[src/verilog/ssr_defs.svh]
// Constants of the serial readout block: widths, edge counts and reset values.
// Assumes inclusion by bare name from every file that needs them.
`ifndef SSR_DEFS_SVH
`define SSR_DEFS_SVH

`define SSR_RES_BITS     14
`define SSR_CNT_W        5
`define SSR_EDGE_FIRST   5'h01
`define SSR_EDGE_MSB     5'h03
`define SSR_EDGE_ACQ     5'h10
`define SSR_EDGE_LAST    5'h12
`define SSR_CNT_RST      5'h00
`define SSR_CODE_RST     14'h0000
`define SSR_MASK_MSB     14'h2000
`define SSR_DOUT_RST     1'h0

`endif

[src/verilog/ssr_pkg.sv]
// Types shared by the readout controller and the approximation core.
// Assumes ssr_defs.svh is on the include path.
`include "ssr_defs.svh"

package ssr_pkg;

  typedef enum logic [1:0] {
    PH_IDLE,
    PH_ARMED,
    PH_CONV,
    PH_ACQ
  } ssr_phase_t;

  typedef logic [`SSR_RES_BITS-1:0] ssr_code_t;
  typedef logic [`SSR_CNT_W-1:0]    ssr_cnt_t;

endpackage

[src/verilog/ssr_sar_if.sv]
// Link between the frame controller and the approximation core.
// Assumes both ends share one clock.
`include "ssr_defs.svh"

interface ssr_sar_if;
  logic              sample_load;
  logic              trial_step;
  ssr_pkg::ssr_code_t sample_code;
  logic              decided_bit;

  modport ctrl (
    output sample_load,
    output trial_step,
    output sample_code,
    input  decided_bit
  );

  modport core (
    input  sample_load,
    input  trial_step,
    input  sample_code,
    output decided_bit
  );
endinterface

[src/verilog/ssr_sar_core.sv]
// Successive-approximation register: holds the sampled code and decides one bit per step.
// Assumes load and step pulses come from the frame controller on the same clock.
`include "ssr_defs.svh"

module ssr_sar_core (
  // Clock and reset.
  input  wire logic clk,
  input  wire logic rst_n,
  // Controller side.
  ssr_sar_if.core   sar
);

  typedef struct packed {
    ssr_pkg::ssr_code_t held;
    ssr_pkg::ssr_code_t result;
    ssr_pkg::ssr_code_t mask;
  } ssr_core_state_t;

  ssr_core_state_t    s;
  ssr_core_state_t    next_s;
  ssr_pkg::ssr_code_t trial;

  ////////////////////////////////////////////////////////////////////////////////
  // The comparison stands in for the analog comparator against the capacitor array.
  assign trial           = s.result | s.mask;
  assign sar.decided_bit = (s.mask != `SSR_CODE_RST) && (s.held >= trial);

  always_comb begin
    next_s = s;
    if (sar.sample_load) begin
      next_s.held   = sar.sample_code; // RULE_08
      next_s.result = `SSR_CODE_RST;
      next_s.mask   = `SSR_MASK_MSB;
    end else if (sar.trial_step && (s.mask != `SSR_CODE_RST)) begin
      if (sar.decided_bit) begin
        next_s.result = trial; // RULE_18
      end
      next_s.mask = s.mask >> 1;
    end
  end

  always_ff @(posedge clk or negedge rst_n) begin
    if (!rst_n) begin
      s <= '0;
    end else begin
      s <= next_s;
    end
  end
endmodule

[src/verilog/ssr_readout.sv]
// Frame and sequencing logic of a 14-bit successive-approximation converter with serial readout.
// Assumes the host drives frame select and the shift clock asynchronously to clk, far slower than clk.
//
// Functional notes
// RULE_01: No internal conversion clock; the shift clock paces conversion and output.
// RULE_02: A full conversion frame spans 18 shift clock cycles from the host.
// RULE_03: Result bits leave most significant bit first.
// RULE_04: Bits shifted in a frame come from that same frame's conversion.
// RULE_05: Raising frame select at any point aborts the conversion.
// RULE_06: Select falling starts a frame; select rising ends it.
// RULE_07: Data output driven only while select is low, otherwise released.
// RULE_08: Input is sampled at the moment select goes low.
// RULE_09: Conversion lasts through the first 15 shift clock periods of a frame.
// RULE_10: Acquisition begins on the 16th falling shift clock edge.
// RULE_11: Acquisition holds for the three periods that follow that switch.
// RULE_12: Select falling with clock high: conversion starts at next falling clock edge.
// RULE_13: Select falling with clock low counts as the first falling edge.
// RULE_14: Select and clock falling together enter conversion at once.
// RULE_15: Host keeps select falling clear of rising clock edges.
// RULE_16: Two leading zeros on edges one and two, result on edges 3 to 16.
// RULE_17: Data changes on falling clock edges for capture on rising edges.
// RULE_18: Result is straight unsigned binary.
// RULE_19: Edge count restarts whenever select is deasserted.
`include "ssr_defs.svh"

module ssr_readout (
  // System clock and reset.
  input  wire logic               clk,
  input  wire logic               rst_n,
  // Serial link from the host.
  input  wire logic               frame_select_n,
  input  wire logic               conversion_shift_clock,
  output logic                    serial_result_out,
  output logic                    serial_result_oe_n,
  // Front end: digitised stand-in for the sampled input, on clk.
  input  wire ssr_pkg::ssr_code_t analog_code,
  // Phase status.
  output logic                    conversion_phase,
  output logic                    acquisition_phase
);

  typedef struct packed {
    logic                sel_s1;
    logic                sel_s2;
    logic                sel_d;
    logic                sclk_s1;
    logic                sclk_s2;
    logic                sclk_d;
    ssr_pkg::ssr_phase_t phase;
    ssr_pkg::ssr_cnt_t   edge_cnt;
    logic                dout;
    logic                drive;
  } ssr_rd_state_t;

  ssr_rd_state_t s;
  ssr_rd_state_t next_s;
  logic          sel_fall;
  logic          sclk_fall;
  ssr_pkg::ssr_cnt_t cnt_inc;

  ssr_sar_if sar ();

  ssr_sar_core u_core (
    .clk   (clk),
    .rst_n (rst_n),
    .sar   (sar.core)
  );

  ////////////////////////////////////////////////////////////////////////////////
  // Armed counts as conversion: the sample is already held while the first edge is awaited.
  // The same decode feeds the status pin and the checks, so both agree by construction.
  function automatic logic in_conversion(ssr_pkg::ssr_phase_t ph);
    return (ph == ssr_pkg::PH_CONV) || (ph == ssr_pkg::PH_ARMED);
  endfunction

  ////////////////////////////////////////////////////////////////////////////////
  // Both link pins pass two flops; edges are found on the second stage only.
  assign sel_fall  = s.sel_d & ~s.sel_s2; // RULE_06
  assign sclk_fall = s.sclk_d & ~s.sclk_s2; // RULE_01
  assign cnt_inc   = s.edge_cnt + `SSR_EDGE_FIRST;
  assign sar.sample_code = analog_code;

  always_comb begin
    next_s         = s;
    next_s.sel_s1  = frame_select_n;
    next_s.sel_s2  = s.sel_s1;
    next_s.sel_d   = s.sel_s2;
    next_s.sclk_s1 = conversion_shift_clock;
    next_s.sclk_s2 = s.sclk_s1;
    next_s.sclk_d  = s.sclk_s2;
    sar.sample_load = 1'b0;
    sar.trial_step  = 1'b0;
    if (s.sel_s2) begin
      // A raised select abandons whatever the frame was doing.
      next_s.phase    = ssr_pkg::PH_IDLE; // RULE_05
      next_s.edge_cnt = `SSR_CNT_RST; // RULE_19
      next_s.drive    = 1'b0; // RULE_07
      next_s.dout     = `SSR_DOUT_RST;
    end else if (sel_fall) begin
      sar.sample_load = 1'b1; // RULE_08
      next_s.drive    = 1'b1; // RULE_07
      next_s.dout     = `SSR_DOUT_RST;
      if (!s.sclk_s2) begin
        // Clock already low, or falling with select: that fall is edge one.
        next_s.edge_cnt = `SSR_EDGE_FIRST; // RULE_13 RULE_14
        next_s.phase    = ssr_pkg::PH_CONV;
      end else begin
        next_s.edge_cnt = `SSR_CNT_RST; // RULE_12
        next_s.phase    = ssr_pkg::PH_ARMED;
      end
    end else if (sclk_fall) begin
      case (s.phase)
        ssr_pkg::PH_ARMED: begin
          next_s.edge_cnt = `SSR_EDGE_FIRST; // RULE_12
          next_s.phase    = ssr_pkg::PH_CONV;
        end
        ssr_pkg::PH_CONV: begin
          next_s.edge_cnt = cnt_inc; // RULE_09
          if (cnt_inc >= `SSR_EDGE_MSB) begin
            // Each bit is decided on the edge that shifts it, so there is no latency.
            sar.trial_step = 1'b1; // RULE_04
            next_s.dout    = sar.decided_bit; // RULE_03 RULE_16 RULE_17
          end
          if (cnt_inc == `SSR_EDGE_ACQ) begin
            next_s.phase = ssr_pkg::PH_ACQ; // RULE_10
          end
        end
        ssr_pkg::PH_ACQ: begin
          // Counting stops at the end of a full frame; extra edges change nothing.
          if (s.edge_cnt != `SSR_EDGE_LAST) begin
            next_s.edge_cnt = cnt_inc; // RULE_02 RULE_11
          end
        end
        default: begin
          next_s.phase = ssr_pkg::PH_IDLE;
        end
      endcase
    end
  end

  always_ff @(posedge clk or negedge rst_n) begin
    if (!rst_n) begin
      // Select resets high so that leaving reset never looks like the start of a frame.
      s         <= '0;
      s.sel_s1  <= 1'b1;
      s.sel_s2  <= 1'b1;
      s.sel_d   <= 1'b1;
    end else begin
      s <= next_s;
    end
  end

  assign serial_result_out  = s.dout;
  assign serial_result_oe_n = ~s.drive;
  assign conversion_phase   = in_conversion(s.phase);
  assign acquisition_phase  = ~conversion_phase;
endmodule

[config.mk]
export PLATFORM = sky130hd
export DESIGN_NAME = ssr_readout
export DESIGN_NICKNAME = d
export VERILOG_FILES = /design/src/verilog/ssr_pkg.sv /design/src/verilog/ssr_sar_if.sv /design/src/verilog/ssr_sar_core.sv /design/src/verilog/ssr_readout.sv
export VERILOG_INCLUDE_DIRS = /design/src /design/src/verilog
export SDC_FILE = /design/constraint.sdc
export NUM_CORES = 1
export LEC_CHECK = 0
export ABC_AREA = 1
export BUFFER_PORTS_ARGS = -buffer_cell sky130_fd_sc_hd__buf_2
export CORE_ASPECT_RATIO = 0.9
export CORE_UTILIZATION = 60
export CTS_BUF_LIST = sky130_fd_sc_hd__clkbuf_16
export DETAILED_ROUTE_END_ITERATION = 10
export HOLD_SLACK_MARGIN = 0.03
export PLACE_DENSITY = 0.79
export SETUP_SLACK_MARGIN = 0.15
export SLEW_MARGIN = 10
export SYNTH_ARGS = -nofsm -noshare
export SYNTH_HDL_FRONTEND = slang
export SYNTH_SLANG_ARGS = --single-unit
[constraint.sdc]
create_clock -name clk -period 2.4 [get_ports clk]
set_input_delay 0 -clock clk [delete_from_list [all_inputs] [get_ports clk]]
set_output_delay 0 -clock clk [all_outputs]
set_load 0.03 [all_outputs]
==> metrics <==
status finished clean; Synth Area in Compound Gates 5.313%; fillers 365; worst hold slack 315.4 ps; Syn Area/Cell 7.870 um2; final worst slack 415.0 ps; Crit Path Category reg2reg; Site Rows 24; Critical Path AT 2250 ps; Inst Count DP 459; antenna violations before repair 0; Worst setup EP type register; clk root buf clkbuf_16; clock sink count 57; CTS tree yes; # nets final 461; layout cell share with drive strength beyond 1 12.15%; Multi-input gate area 1388 um2; Mapped Cells 383; worst path required time 2670 ps; Vias/cell 5.215; sequential fraction of the synthesis area 47.45%; Yosys top cell area share 44.83%; fraction of the mapped netlist area in simple logic gates 31.51%; critical-path cell list inv_1 -> ha_1 -> o21bai_1 -> nor2_2 -> nand2_2 -> nand2_4 -> nor2_4 -> nand3_1 -> nand2_1; Die Area 5311 um2; hpwl dp 3952 um; area taken by flip-flops and latches 1430 um2; wire per inst 12.88 um; number of flops mapped to enable cells by yosys 0; Pins Over Slew Limit 0; Core Util, Final 74.69%; static leakage 0.001943 uW; most frequent cell after synthesis nand2_1; slowest CP cell dfrtp_1; clk_skew 6.361 ps; Worst-path clk slew 50 ps; GRT Total Usage 26.58%; WL final 6350 um; RSZ-0062 raised after global routing false; top post-synthesis cells by area dfrtp_1 45%, nand2_1 18%, ha_1 8.3%, nor2_1 4.7%, inv_1 4.1%; die span in x 76.71 um; Net Count, Synth 421; min Tclk post-route 1985 ps; internal reg-to-reg setup slack 410 ps; ant diodes 0; largest family of logic cells by synthesized area simple AND/OR/NAND/NOR gates; vias post-DR 2571; ys flop type dfrtp_1; Pre-antenna DRT Iters 5; commonest cells in the netlist 142 x nand2_1, 54 x dfrtp_1, 38 x nor2_1; Num CTS Buffers 9; crit path max fanout 15; Synth-to-Final Area Change 19.80%; fin cells 493; post-CTS setup repair buffer count 0; Worst Hold Class in2reg; clk_lat worst skew 330 ps; worst vdd ir 642.7 uV; total negative slack 0 ps; vias in the first global route 2496; IO Port Bufs 21; CTS max path bufs 2; Setup-failing EPs final 0; initial core utilization 62.34%; largest net degree at the start of global routing 58; CORE AREA 4835 um2; warnings from Yosys 0; ys async rst share 100.0%; post-synthesis xor/xnor area fraction 0.5396%; #FFs+latches synth 57; DR DRC count 0; post-synthesis adder-cell area fraction 8.302%; period utilization 82.71%; Cell Area, Synth 3014 um2; CP peak stage delay 470 ps; Fin. Hold Viols 0; post-synthesis cell type count 30; Max Clk Rate 0.5038 GHz; Die H 69.24 um; first-pass GRT wire length 10940 um; H-tree depth 3; cell type with the largest total area after synthesis dfrtp_1; GR Overflow Total 0; Post-DRT Antenna Nets 0; Slew @ Worst Pin 956.8 ps; Final GP Congestion 0.8298; pre-CTS setup slack 312.5 ps; initial DRC count 196; number of top-level pins 22; launching element type of the critical path register; relative slew slack 36.14%; mux contribution to synthesized area 0%; pwr/cell area 712.7 nW/um2; total of max-cap violations 0
[cells in the final DEF (no fill, tap or decap), drive strengths merged]
cell type / instances
nand2: 145
dfrtp: 54
nor2: 42
inv: 38
nand3: 25
buf: 24
o21ai: 23
ha: 20
dlygate4sd3: 17
clkbuf: 9
a21oi: 6
nand4: 6
nor3: 4
clkinv: 4
dfstp: 3
nand3b: 2
or2: 1
o211ai: 1
xor2: 1
o21bai: 1
and2: 1
bufinv: 1
[per-layer routing]
metal	GRT usage, %	vias up	share of wire [%]	wire [um]
met5	0	-	0	0
met4	11.32	0	1.7	105
met3	7.763	13	6.2	396
met2	41.57	82	47	2974
met1	34.51	1187	45	2874
li1	-	1289	-	-
[power breakdown]
group / switching (uW) / total (uW) / internal [uW]
logic: 211 / 336 / 125
registers: 33.7 / 1040 / 1010
clock network: 414 / 1190 / 780
[what timing repair did]
| action | in CTS | in global routing |
|---|---|---|
| hold buffers | 17 | 0 |
| endpoints found under the setup margin | 0 | 17 |
| resized for setup | 0 | 1 |
| hold endpoints to repair | 70 | 0 |
[kinds of logic (layout without fill, tap and decap cells)]
kind of cell | after synthesis | count (layout)
XOR/XNOR | 1 | 1
adder cells (fa/ha/maj) | 20 | 20
flip-flops | 57 | 57
buffers and inverters | 49 | 93
AO/OA/AOI/OAI | 31 | 31
AND/OR/NAND/NOR | 225 | 226
[flip-flops by register name, indices dropped and copies added (netlist names)]
register           cells
serial_result_out      1
next_s                 4
u_core.s              42
s                     10
[cell type report]
| type | count | area share (%) |
|---|---|---|
| clock inverters | 7 | 1.490 |
| flip-flops and latches | 57 | 39.60 |
| multi-input cells | 278 | 38.43 |
| repair buffers | 41 | 8.247 |
| inverters | 36 | 3.742 |
| clock buffers | 9 | 6.237 |
| well taps | 65 | 2.252 |
[worst max-delay path: cells and delay by family, from the launching register on]
kind	cells	cell delay (ps)
compound gates	1	160
simple gates	6	870
flops	1	470
buf+inv	1	100
fa+ha+maj	1	320
[final timing paths]
path,from,to,depth (start not counted)
worst max-delay path,s[2],u_core.s[18],9
worst min-delay path,frame_select_n,next_s[13],2
worst max register to register,s[2],u_core.s[18],9
worst min register to register,next_s[10],next_s[9],0
max in group asynchronous,rst_n,s[8],3
min in group asynchronous,rst_n,s[4],3
[stage by stage]
stage	power, uW	instance area, um2
2_1_floorplan	1270	3014
4_1_cts	2585	3600
3_5_place_dp	1372	3151
5_1_grt	2685	3611
6_report	2574	3611
3_3_place_gp	1361	3151
No activity file was read; power rests on OpenSTA's default activity.
